## src/rtl/kmjt_pkg.sv

```systemverilog
// Constants and types for the keypad monitor, jog and teach controller.
// Assumes one 100 MHz clock and a Wishbone classic register bus.
package kmjt_pkg;
	localparam int CLK_HZ = 100_000_000;
	localparam int SHOW_TIME_MS = 1000;
	localparam int SHOW_CYCLES = CLK_HZ / 1000 * SHOW_TIME_MS;
	localparam int CLR_TIME_MS = 2000;
	localparam int CLR_CYCLES = CLK_HZ / 1000 * CLR_TIME_MS;
	localparam int DEB_TIME_MS = 10;
	localparam int DEB_CYCLES = CLK_HZ / 1000 * DEB_TIME_MS;
	localparam int NUM_KEYS = 5;
	localparam int KEY_UP = 0;
	localparam int KEY_DOWN = 1;
	localparam int KEY_MODE = 2;
	localparam int KEY_ENTER = 3;
	localparam int KEY_NEXT = 4;
	localparam logic [4:0] MON_MAX = 5'h10;
	localparam logic [4:0] MON_SPEED = 5'h06;
	localparam logic [4:0] MON_RESET = 5'h00;
	localparam logic [3:0] AUX_TEACH = 4'h4;
	localparam int NUM_FAULTS = 5;
	localparam int NUM_SLOTS = 8;
	localparam logic [7:0] ADR_MONSEL = 8'h00;
	localparam logic [7:0] ADR_AUXFN = 8'h04;
	localparam logic [7:0] ADR_JOGSPD = 8'h08;
	localparam logic [7:0] ADR_STATUS = 8'h0C;
	localparam logic [7:0] ADR_FAULT = 8'h10;
	localparam logic [7:0] ADR_SLOT = 8'h40;
	localparam int STAT_JOG = 0;
	localparam int STAT_TEACH = 1;
	localparam int STAT_SHOW = 2;
	localparam int STAT_HIST = 3;
	typedef enum {
		KMJT_SHOW, KMJT_MONITOR, KMJT_HIST, KMJT_JOG
	} kmjt_mode_e;
	typedef struct packed {
		logic driveEnable;
		logic faultStop;
		logic errorPresent;
		logic profileActive;
	} kmjt_drive_s;
	typedef struct packed {
		logic [15:0] revs;
		logic [15:0] counts;
	} kmjt_pos_s;
	typedef struct packed {
		logic [4:0] digit;
		logic [4:0] point;
		logic minus;
	} kmjt_fmt_s;
endpackage : kmjt_pkg

```

## src/rtl/kmjt_key_filter.sv

```systemverilog
// Debounce and press-edge detector for one front panel key.
// Assumes an asynchronous key pin; synchronised here.
`timescale 1ns/10ps
module kmjt_key_filter #(
	parameter int DEB = 1_000_000
) (
	input wire logic clk,
	input wire logic rst_n,
	input wire logic keyPin,
	output logic level,
	output logic press
);
	logic s0;
	logic s1;
	logic [$clog2(DEB+1)-1:0] cnt;
	wire differ = s1 != level;
	wire done = cnt == ($bits(cnt))'(DEB - 1);
	always_ff @(posedge clk) begin
		s0 <= keyPin;
		s1 <= s0;
	end
	always_ff @(posedge clk) begin
		if (!rst_n) begin
			cnt <= '0;
			level <= 1'b0;
			press <= 1'b0;
		end else begin
			press <= differ && done && s1;
			if (!differ)
				cnt <= '0;
			else if (done) begin
				cnt <= '0;
				level <= s1;
			end else
				cnt <= cnt + 1'b1;
		end
	end
endmodule : kmjt_key_filter

```

## src/rtl/kmjt_top.sv

```systemverilog
// Keypad monitor select, display format, fault history, jog and teach.
// Assumes Wishbone classic slave registers; keys arrive from panel pins.
`timescale 1ns/10ps
module kmjt_top #(
	parameter int SHOW_CNT = kmjt_pkg::SHOW_CYCLES,
	parameter int CLR_CNT = kmjt_pkg::CLR_CYCLES,
	parameter int DEB_CNT = kmjt_pkg::DEB_CYCLES
) (
	input wire logic clk,
	input wire logic rst_n,
	input wire logic wb_cyc_i,
	input wire logic wb_stb_i,
	input wire logic wb_we_i,
	input wire logic [7:0] wb_adr_i,
	input wire logic [3:0] wb_sel_i,
	input wire logic [31:0] wb_dat_i,
	output logic [31:0] wb_dat_o,
	output logic wb_ack_o,
	input wire logic [kmjt_pkg::NUM_KEYS-1:0] keyPins,
	input wire kmjt_pkg::kmjt_drive_s drive,
	input wire logic [4:0] monSelStored,
	input wire logic faultEvent,
	input wire logic [7:0] faultCode,
	input wire logic signed [19:0] monValue,
	input wire logic [2:0] monFracDigits,
	input wire logic monFiveDigit,
	input wire kmjt_pkg::kmjt_pos_s absPos,
	output logic [4:0] monSelect,
	output logic [19:0] dispValue,
	output kmjt_pkg::kmjt_fmt_s dispFmt,
	output logic dispShowCode,
	output logic dispJogPrompt,
	output logic [3:0] dispSlot,
	output logic [7:0] dispFault,
	output logic faultClear,
	output logic jogCw,
	output logic jogCcw,
	output logic [15:0] jogSpeed,
	output logic jogOverride,
	output logic slotWrite,
	output logic [2:0] slotIndex,
	output kmjt_pkg::kmjt_pos_s slotData
);
	import kmjt_pkg::*;

	logic [NUM_KEYS-1:0] keyLevel;
	logic [NUM_KEYS-1:0] keyPress;
	for (genvar k = 0; k < NUM_KEYS; k++) begin : g_key
		kmjt_key_filter #(.DEB(DEB_CNT)) u_key (
			.clk(clk),
			.rst_n(rst_n),
			.keyPin(keyPins[k]),
			.level(keyLevel[k]),
			.press(keyPress[k])
		);
	end

	kmjt_mode_e mode;
	logic [31:0] showCnt;
	logic [31:0] clrCnt;
	logic [3:0] auxFn;
	logic [2:0] histIdx;
	logic [2:0] slot;
	logic teachMode;
	logic [7:0] faults [NUM_FAULTS];
	kmjt_pos_s slots [NUM_SLOTS];
	logic busy;

	wire upP = keyPress[KEY_UP];
	wire dnP = keyPress[KEY_DOWN];
	wire modeP = keyPress[KEY_MODE];
	wire entP = keyPress[KEY_ENTER];
	wire nextP = keyPress[KEY_NEXT];
	wire upL = keyLevel[KEY_UP];
	wire dnL = keyLevel[KEY_DOWN];
	wire bothHeld = upL && dnL;

	// Bus decode
	wire wbReq = wb_cyc_i && wb_stb_i && !wb_ack_o;
	wire wbWr = wbReq && wb_we_i;
	wire selLow = wb_sel_i[0];
	wire wrMon = wbWr && selLow && wb_adr_i == ADR_MONSEL;
	wire wrAux = wbWr && selLow && wb_adr_i == ADR_AUXFN;
	wire wrJog = wbWr && wb_sel_i[1:0] == 2'h3 && wb_adr_i == ADR_JOGSPD;
	wire isFault = wb_adr_i >= ADR_FAULT
		&& wb_adr_i < ADR_FAULT + 8'(NUM_FAULTS * 4);
	wire isSlot = wb_adr_i >= ADR_SLOT
		&& wb_adr_i < ADR_SLOT + 8'(NUM_SLOTS * 4);
	wire [2:0] fIdx = 3'((wb_adr_i - ADR_FAULT) >> 2);
	wire [2:0] sIdx = 3'(wb_adr_i[4:2]);
	wire [31:0] statusWord = {28'h0, mode == KMJT_HIST,
		mode == KMJT_SHOW, teachMode, mode == KMJT_JOG};

	// Jog permission and key direction
	wire jogOk = !drive.errorPresent && drive.driveEnable
		&& !drive.faultStop;
	wire inJog = mode == KMJT_JOG;
	wire next_jogCw = inJog && jogOk && dnL && !upL;
	wire next_jogCcw = inJog && jogOk && upL && !dnL;

	// Monitor select step with wrap at the top code
	wire [4:0] monUp = monSelect == MON_MAX ? 5'h00 : monSelect + 5'h01;
	wire [4:0] monDn = monSelect == 5'h00 ? MON_MAX : monSelect - 5'h01;
	wire monStoredOk = monSelStored <= MON_MAX;

	// Display format of the monitored value
	wire neg = monValue < 0;
	wire [19:0] mag = neg ? 20'(-monValue) : monValue;
	wire [4:0] fracPoint = monFracDigits == 3'h0 ? 5'h00
		: 5'(5'h01 << monFracDigits);
	wire [4:0] next_point = (neg && monFiveDigit) ? 5'h1F
		: fracPoint;
	wire next_minus = neg && !monFiveDigit;

	always_ff @(posedge clk) begin
		if (!rst_n)
			wb_ack_o <= 1'b0;
		else
			wb_ack_o <= wbReq;
	end

	// Read data select
	wire rdReq = wbReq && !wb_we_i;
	wire [31:0] rdData = wb_adr_i == ADR_MONSEL ? {27'h0, monSelect}
		: wb_adr_i == ADR_AUXFN ? {28'h0, auxFn}
		: wb_adr_i == ADR_JOGSPD ? {16'h0, jogSpeed}
		: wb_adr_i == ADR_STATUS ? statusWord
		: isFault ? {24'h0, faults[fIdx]}
		: isSlot ? slots[sIdx]
		: 32'h0;
	always_ff @(posedge clk) begin
		if (!rst_n)
			wb_dat_o <= 32'h0;
		else if (rdReq)
			wb_dat_o <= rdData;
	end

	// Mode sequencer conditions
	wire inShow = mode == KMJT_SHOW;
	wire inMon = mode == KMJT_MONITOR;
	wire inHist = mode == KMJT_HIST;
	wire showLoad = inShow && showCnt == 32'h0 && monStoredOk;
	wire showDone = inShow && showCnt == 32'(SHOW_CNT - 1);
	wire monStepUp = inMon && upP && !dnL;
	wire monStepDn = inMon && dnP && !upL;
	wire monWrOk = wrMon && wb_dat_i[4:0] <= MON_MAX;
	wire histEnter = inMon && entP;
	wire histStep = inHist && upP;
	wire histLeave = inHist && modeP;
	wire jogEnter = wrJog && !inShow;
	wire jogLeave = inJog && modeP;
	wire [2:0] histNext = histIdx == 3'(NUM_FAULTS - 1)
		? 3'h0 : histIdx + 3'h1;

	always_ff @(posedge clk) begin
		if (!rst_n)
			showCnt <= 32'h0;
		else if (!inShow || showDone)
			showCnt <= 32'h0;
		else
			showCnt <= showCnt + 32'h1;
	end

	always_ff @(posedge clk) begin
		if (!rst_n)
			mode <= KMJT_SHOW;
		else begin
			unique case (mode)
				KMJT_SHOW: begin
					if (showDone)
						mode <= KMJT_MONITOR;
				end
				KMJT_MONITOR: begin
					if (jogEnter)
						mode <= KMJT_JOG;
					else if (histEnter)
						mode <= KMJT_HIST;
				end
				KMJT_HIST: begin
					if (jogEnter)
						mode <= KMJT_JOG;
					else if (histLeave)
						mode <= KMJT_MONITOR;
				end
				KMJT_JOG: begin
					if (jogLeave)
						mode <= KMJT_MONITOR;
				end
			endcase
		end
	end

	always_ff @(posedge clk) begin
		if (!rst_n)
			monSelect <= MON_RESET;
		else if (monWrOk)
			monSelect <= wb_dat_i[4:0];
		else if (showLoad)
			monSelect <= monSelStored;
		else if (monStepUp)
			monSelect <= monUp;
		else if (monStepDn)
			monSelect <= monDn;
	end

	always_ff @(posedge clk) begin
		if (!rst_n)
			histIdx <= 3'h0;
		else if (histEnter || (jogEnter && inHist))
			histIdx <= 3'h0;
		else if (histStep)
			histIdx <= histNext;
	end

	// Auxiliary function, jog speed, teach slot; function and speed written over the bus
	wire teachStep = inJog && teachMode && (entP || nextP);
	always_ff @(posedge clk) begin
		if (!rst_n)
			auxFn <= 4'h0;
		else if (wrAux)
			auxFn <= wb_dat_i[3:0];
	end

	always_ff @(posedge clk) begin
		if (!rst_n)
			jogSpeed <= 16'h0;
		else if (wrJog)
			jogSpeed <= wb_dat_i[15:0];
	end

	always_ff @(posedge clk) begin
		if (!rst_n)
			teachMode <= 1'b0;
		else if (jogLeave)
			teachMode <= 1'b0;
		else if (wrJog)
			teachMode <= auxFn == AUX_TEACH;
	end

	always_ff @(posedge clk) begin
		if (!rst_n)
			slot <= 3'h0;
		else if (wrJog)
			slot <= 3'h0;
		else if (teachStep)
			slot <= slot + 3'h1;
	end

	// Teach store into slot pairs; storage kept across position resets
	wire storeNow = inJog && teachMode && entP;
	always_ff @(posedge clk) begin
		if (storeNow)
			slots[slot] <= absPos;
	end

	always_ff @(posedge clk) begin
		if (!rst_n)
			slotWrite <= 1'b0;
		else
			slotWrite <= storeNow;
	end

	always_ff @(posedge clk) begin
		if (!rst_n) begin
			slotIndex <= 3'h0;
			slotData <= '0;
		end else if (storeNow) begin
			slotIndex <= slot;
			slotData <= absPos;
		end
	end

	// Fault log, newest in entry zero
	always_ff @(posedge clk) begin
		if (!rst_n) begin
			for (int i = 0; i < NUM_FAULTS; i++)
				faults[i] <= 8'h00;
		end else if (faultEvent) begin
			faults[0] <= faultCode;
			for (int i = 1; i < NUM_FAULTS; i++)
				faults[i] <= faults[i-1];
		end
	end

	// Two second two-key fault clear, one pulse per hold
	wire clrHit = bothHeld && !busy
		&& clrCnt == 32'(CLR_CNT - 1);
	wire clrCount = bothHeld && !busy && !clrHit;
	always_ff @(posedge clk) begin
		if (!rst_n || !bothHeld)
			clrCnt <= 32'h0;
		else if (clrCount)
			clrCnt <= clrCnt + 32'h1;
	end

	always_ff @(posedge clk) begin
		if (!rst_n || !bothHeld)
			busy <= 1'b0;
		else if (clrHit)
			busy <= 1'b1;
	end

	always_ff @(posedge clk) begin
		if (!rst_n)
			faultClear <= 1'b0;
		else
			faultClear <= clrHit;
	end

	// Jog outputs toward the motion path
	wire next_jogOverride = next_jogCw || next_jogCcw;
	always_ff @(posedge clk) begin
		if (!rst_n) begin
			jogCw <= 1'b0;
			jogCcw <= 1'b0;
			jogOverride <= 1'b0;
		end else begin
			jogCw <= next_jogCw;
			jogCcw <= next_jogCcw;
			jogOverride <= next_jogOverride;
		end
	end

	// Display value and format
	always_ff @(posedge clk) begin
		if (!rst_n) begin
			dispValue <= 20'h0;
			dispFmt <= '0;
		end else begin
			dispValue <= mag;
			dispFmt.digit <= 5'h1F;
			dispFmt.point <= next_point;
			dispFmt.minus <= next_minus;
		end
	end

	// Fault view at the history index
	wire [7:0] next_dispFault = faults[histIdx];
	always_ff @(posedge clk) begin
		if (!rst_n)
			dispFault <= 8'h0;
		else
			dispFault <= next_dispFault;
	end

	assign dispShowCode = mode == KMJT_SHOW;
	assign dispJogPrompt = inJog;
	assign dispSlot = teachMode ? {1'b0, slot} + 4'h1 : 4'h0;
endmodule : kmjt_top

```

## config.mk

```make
export PLATFORM = sky130hd
export DESIGN_NAME = kmjt_top
export DESIGN_NICKNAME = d
export VERILOG_FILES = /design/src/rtl/kmjt_pkg.sv /design/src/rtl/kmjt_key_filter.sv /design/src/rtl/kmjt_top.sv
export SDC_FILE = /design/constraint.sdc
export NUM_CORES = 1
export LEC_CHECK = 0
export ABC_AREA = 1
export BUFFER_PORTS_ARGS = -buffer_cell sky130_fd_sc_hd__buf_2
export CAP_MARGIN = 40
export CORE_UTILIZATION = 42
export CTS_CLUSTER_DIAMETER = 30
export DETAILED_ROUTE_END_ITERATION = 10
export PLACE_DENSITY = 0.66
export SLEW_MARGIN = 20
export SYNTH_ARGS = -nofsm -noshare
export SYNTH_HDL_FRONTEND = slang
export SYNTH_SLANG_ARGS = --single-unit
```

## constraint.sdc

```tcl
create_clock -name clk -period 2.8 [get_ports clk]
set_input_delay 0 -clock clk [delete_from_list [all_inputs] [get_ports clk]]
set_output_delay 0 -clock clk [all_outputs]
set_load 0.02 [all_outputs]
```

# Yosys cells after proc, flatten, opt, wreduce, memory -nomap -nowiden
# Memory sizes are Yosys's and may differ from the RTL's. A register that Yosys moved wholly into a read port is not among the register bits.
# Cells that the tools add are included.
# classes
reduce_logical	91
eq_ne	29
n_bitwise	11
magnitude_cmp	7
n_mul	0
n_shift	1
addsub	14
mux	36
n_div	0
# op_table
cell	n
32-bit 2-to-1 mux	12
32-bit one-hot mux with 4 select lines	1
20-bit by 1-bit adder with 20-bit output, second input constant	5
20-bit == test, second input constant	5
32-bit by 2-bit == test with 1-bit output, second input constant	3
32-bit logical NOT	3
32-bit by 1-bit adder with 32-bit output, second input constant	2
32-bit by 3-bit == test with 1-bit output, second input constant	2
1-bit logical AND	51
5-bit 2-to-1 mux	8
8-bit 2-to-1 mux	5
32-bit by 1-bit == test with 1-bit output, second input constant	1
32-bit by 27-bit == test with 1-bit output, second input constant	1
32-bit by 28-bit == test with 1-bit output, second input constant	1
20-bit by 1-bit < comparator with 1-bit output, second input constant	1
20-bit 2-to-1 mux	1
20-bit negator	1
8-bit by 4-bit == test with 1-bit output, second input constant	2
3-bit OR reduction	5
1-bit logical NOT	13
11-bit 2-to-1 mux	1
5-bit <= comparator, second input constant	2
2-bit AND reduction	5
8-bit by 3-bit == test with 1-bit output, second input constant	1
other kinds (29)	57
# word_totals
latchBits	0
ramBits	296
mem_count	2
rom_bits	0
regBits	353
word_cells	240
in_bits	128
out_inout_bits	139
# mem_list
name	depth	width	read_ports	rd_ports_with_merged_regs	wr	line_no	text
slots	8	32	1	0	1	kmjt_top.sv:66	kmjt_pos_s slots [NUM_SLOTS];
faults	5	8	6	1	5	kmjt_top.sv:65	logic [7:0] faults [NUM_FAULTS];

# Logic depth before layout (Yosys ltp)
# depth
ltp_word	9
mapped_depth	14
mapped_depth_nobuf	12

# Cells and area by module
# A second synthesis with hierarchy kept.
# hier_totals
hier_cells	3396
area_unflattened_um2	28850.2
# by_module_without_submodules
mod	seq_area_each_um2	n_inst	area_per_inst_um2	cells_per_inst
kmjt_top	13032.5	1	22450.3	2511
kmjt_key_filter	480.5	5	1280.0	177

# Least setup slack after synthesis
# No wires, ideal clock.
# synth_timing
path_kind	flip-flop to flip-flop
startpoint	register mode[0]
endpoint	memory slots[0][0] in the netlist's numbering, enable pin
t_arrival_ns	2.755
synth_period_minus_slack_ns	3.176
n_path_buf	0
path_slack_ns	-0.376
required_ns	2.379
path_stages_with_launch	8
setup_time_ns	0.421
path_cell_list	dfxtp_1 ha_1 nand2_1 nor2_1 clkinv_1 nor2_1 inv_1 nor2_1
# synth_via
elab_chain_len	5
# synth_lines
item	line_no	text
from (decl)	kmjt_top.sv:58	kmjt_mode_e mode;
from (signal assigned)	kmjt_top.sv:166	mode <= KMJT_SHOW;
from (signal assigned)	kmjt_top.sv:171	mode <= KMJT_MONITOR;
from (signal assigned)	kmjt_top.sv:175	mode <= KMJT_JOG;
32-bit by 3-bit == test with 1-bit output	kmjt_top.sv:97	wire inJog = mode == KMJT_JOG;
via dispJogPrompt	kmjt_top.sv:32	output logic dispJogPrompt,
1-bit logical AND (2 in a row)	kmjt_top.sv:250	wire storeNow = inJog && teachMode && entP;
1-bit 2-to-1 mux	kmjt_top.sv:252	if (storeNow)
1-bit 2-to-1 mux (implied by the code)	kmjt_top.sv:253	slots[slot] <= absPos;
to (decl)	kmjt_top.sv:66	
# The timed path passes the listed nets, and every way through them passes these cells.

# Final worst setup path
# layout_timing
startpoint	input port monValue[1]
endpoint	register dispValue[16]
# layout_via
elab_chain_len	2
word_cells_on_any_way	3
cone_classes	add/sub: 1; order compare: 1; mux: 1
# layout_lines
item	line_no	text
from (decl)	kmjt_top.sv:24	input wire logic signed [19:0] monValue,
20-bit negator / 20-bit by 1-bit < comparator with 1-bit output (equally long branches)	kmjt_top.sv:108, kmjt_top.sv:107	
20-bit 2-to-1 mux (*)	kmjt_top.sv:108	wire [19:0] mag = neg ? 20'(-monValue) : monValue;
to (signal assigned)	kmjt_top.sv:330	dispValue <= mag;
to (decl)	kmjt_top.sv:29	output logic [19:0] dispValue,
# Mark *: on every way between the ends. The rest lies on a longest branch, timed or not.
# A chain may end at the register's enable or synchronous reset.

==> flow_summary.toml <==
[status]
status = "finished clean"

[worst_hold_path]
hold_path_class = "input pin to flop"
hp-start = "wb_adr_i[3]"

[grt]
grt_start_max_net_pins = 50
grt_pass1_vias = 22900
grt_pass1_wl_um = 122000
grt.overflow.total = 0
track_usage_pct = 23.1
antenna_found_initial = 4

[worst_setup_path]
worstSetupEndpointType = "flop"
crit_path_cell_trace = "dlygate4sd3_1 > buf_2 > inv_1 > ha_1 > nand2_1 > nor2_1 > nand2_1 > nor3_4 > nand3_1 > nand2_1 > nand2_1 > dlygate4sd3_1 > o21ai_1 > dlygate4sd3_1 > nor2_1"
critPathMaxFanout = 4
crit_arrival_ns = 3.25
cpLargestDelayFamily = "buffers and inverters"
critical_path_class = "input pin to flop"
crit_buf_inv = 5
critical-path-slowest-cell = "dlygate4sd3_1"
crit_path_frequent_cell = "nand2_1"
startpoint = "monValue[1]"
timing.rr.start = "wb_ack_o"
worst-endpoint-required_ns = 3.39
cp-start-kind = "input pin"
slowest_delay_ns = 0.58

[yosys]
synth_flop_cell = "dfxtp_1"
synth-seq-cells = 623
syn_area_um2 = 27500
seq_area_frac_synth_pct = 56.0
async_flop_share_pct = 0
ys_warn_count = 0
ys_types = 53
synth-edff-count = 296
netlist_instances = 3226
synth_nets = 3372
syn_avg_cell_area_um2 = 8.54

[die]
die_x_um = 258
die-area_um2 = 66600
start_util_pct = 42.6
die_h_um = 258
io_pins = 267
design.core.area_um2 = 64600
num_rows = 93

[pwr]
combPwrFrac_pct = 4.7
power_density_nw_per_um2 = 744
p_sw_share_pct = 22.7
p_switching_uw = 6100
seq_power_share_pct = 36.3
ir_drop_mv = 0.498
power_frac_clock_pct = 58.9
p_leak_uw = 0.0145
p_int_uw = 20700

[detailed_routing]
via_count = 24000
post_drt_via_cell_ratio = 5.14
drt_iter0_markers = 1726
drcViolationCount = 0
route.final.wire_length_um = 77800
detail-route-antenna-nets = 0
firstDrtPassIters = 5
wl_per_cell_um = 16.7

[layout]
final_cells = 4666
syn2layout_area_growth_pct = 30.8
layout_common_cells = "641 x nand2_1, 550 x nor2_1, 327 x dfxtp_1"
fill_cells = 5603
layout_commonest_cell = "nand2_1"
finalNetCount = 3845
layout-drive-gt1-share_pct = 16.3

[clock_network]
cts_sinks = 623
root_buffer = "clkbuf_16"
clockBufferDepth = 3
cts_tree = "done"
clk_latency_ns = 0.71
cts.clk_slew.worst_paths_ns = 0.05
numCtsBuffers = 131
postCtsSetupBuffers = 0
cts_max_level = 4

[placement]
placedCellCount = 4263
globalplace.congestion = 0.915
hpwl_um = 48900
port_buffers = 247

[sta]
fin_skew_ns = 0.0296
grt_setup_unrepaired = "false"
finalSetupTns_ns = 0
fmax_mhz = 376
finalCriticalPeriod_ns = 2.66
final_hold_viol_count = 0
worstMarginPinSlew_ns = 0.842
finalSetupViolCount = 0
hold-worst-slack_ns = 0.0476
finalMaxSlewViolations = 0
slew_headroom_pct = 43.8
period_share_pct = 94.9

[job]
maxCapViolations = 0
==> tightest hold or removal path, delay by kind of cell <==
family | cells | cell delay [ns]
buffers and inverters | 2 | 0.35
AOI/OAI and AO/OA | 2 | 0.15
and+or+nand+nor | 1 | 0.18
==> registers in the layout, summed over array words and instances, names as in the netlist, 5 cells and up <==
name / flops
slots: 256
jogSpeed: 16
g_key.u_key.s0: 5
monSelect: 5
clrCnt: 32
g_key.u_key.press: 5
faults: 40
g_key.u_key.s1: 5
dispValue: 20
g_key.u_key.level: 5
slotData: 32
g_key.u_key.cnt: 100
wb_dat_o: 32
dispFmt: 7
dispFault: 8
showCnt: 32
==> power groups by stage <==
stage / sequential, uW / combinational, uW / clock, uW
2_1_floorplan: 9940 / 584 / 0
3_3_place_gp: 9900 / 1040 / 0
3_5_place_dp: 9900 / 1050 / 0
4_1_cts: 9730 / 1250 / 16000
5_1_grt: 9740 / 1390 / 16500
6_report: 9740 / 1270 / 15800
==> cell type report <==
cell class	instances	area (um2)	share of cell area, %
inverters	339	1280	3.55
multi-input cells	2144	10300	28.6
flip-flops and latches	623	15400	42.8
well taps	855	1070	2.97
repair buffers	460	3300	9.17
diodes	3	7.51	0.0208
clock buffers	154	3520	9.76
clock inverters	88	1100	3.06
==> final timing paths <==
kind	to	slack (ns)	cells past startpoint
hold reg to reg	g_key[4].u_key.s1	0.33	0
setup / recovery	dispValue[16]	0.14	15
setup reg to reg	wb_dat_o[22]	0.19	9
hold / removal	wb_dat_o[4]	0.05	5
==> metrics by stage <==
| step | total power, uW | cell area [um2] | worst slack [ns] | util, % |
|---|---|---|---|---|
| 3_3_place_gp | 10900 | 29800 | 0.555 | 46.1 |
| 3_5_place_dp | 10900 | 29800 | 0.502 | 46.2 |
| 2_1_floorplan | 10500 | 27500 | -0.376 | - |
| 4_1_cts | 27000 | 36000 | 0.253 | 55.8 |
| 6_report | 26800 | 36000 | 0.143 | 55.8 |
| 5_1_grt | 27600 | 36000 | 0.0280 | 55.8 |
==> cells by family (layout without fill, tap and decap cells) <==
family                   count (synthesis)  count (layout)  synth area share, %
AO/OA/AOI/OAI                          451             451                 9.22
XOR/XNOR                                70              70                 2.23
adder cells (fa/ha/maj)                 18              18                0.818
buffers and inverters                  459            1041                 6.79
flip-flops                             623             623                 56.0
other                                    0               3                    0
AND/OR/NAND/NOR                       1605            1605                 24.9
==> Yosys cell counts, drive strengths merged (10+ instances only) <==
cell type | n | area, um2
nand2 | 647 | 2440
nor2 | 569 | 2170
inv | 334 | 1260
dfxtp | 327 | 6550
edfxtp | 296 | 8890
o21ai | 176 | 896
a21oi | 175 | 876
nand3 | 152 | 793
nor3 | 79 | 417
nand4 | 65 | 407
clkbuf | 62 | 238
buf | 58 | 354
or2 | 48 | 300
xor2 | 46 | 403
xnor2 | 24 | 210
o221ai | 20 | 175
nor4 | 19 | 119
o211ai | 19 | 143
a31oi | 18 | 113
ha | 18 | 225
nor3b | 15 | 139
o21a | 10 | 75.1
==> per-layer routing <==
metal  global-route usage (%)  up-vias  share of wire, %
met2                     36.8      826                46
met4                     9.81        4               3.0
met5                        0        -             0.032
met1                     30.4    11300                44
li1                         -    11700                 -
met3                     5.02      175               7.1
==> what timing repair did <==
action                     in CTS  in global routing
hold endpoints to repair      435                  0
resized for setup               0                  4
hold buffers                  158                  0
setup endpoints to repair       0                  3
Note: power is estimated with default switching activity, not from simulation.
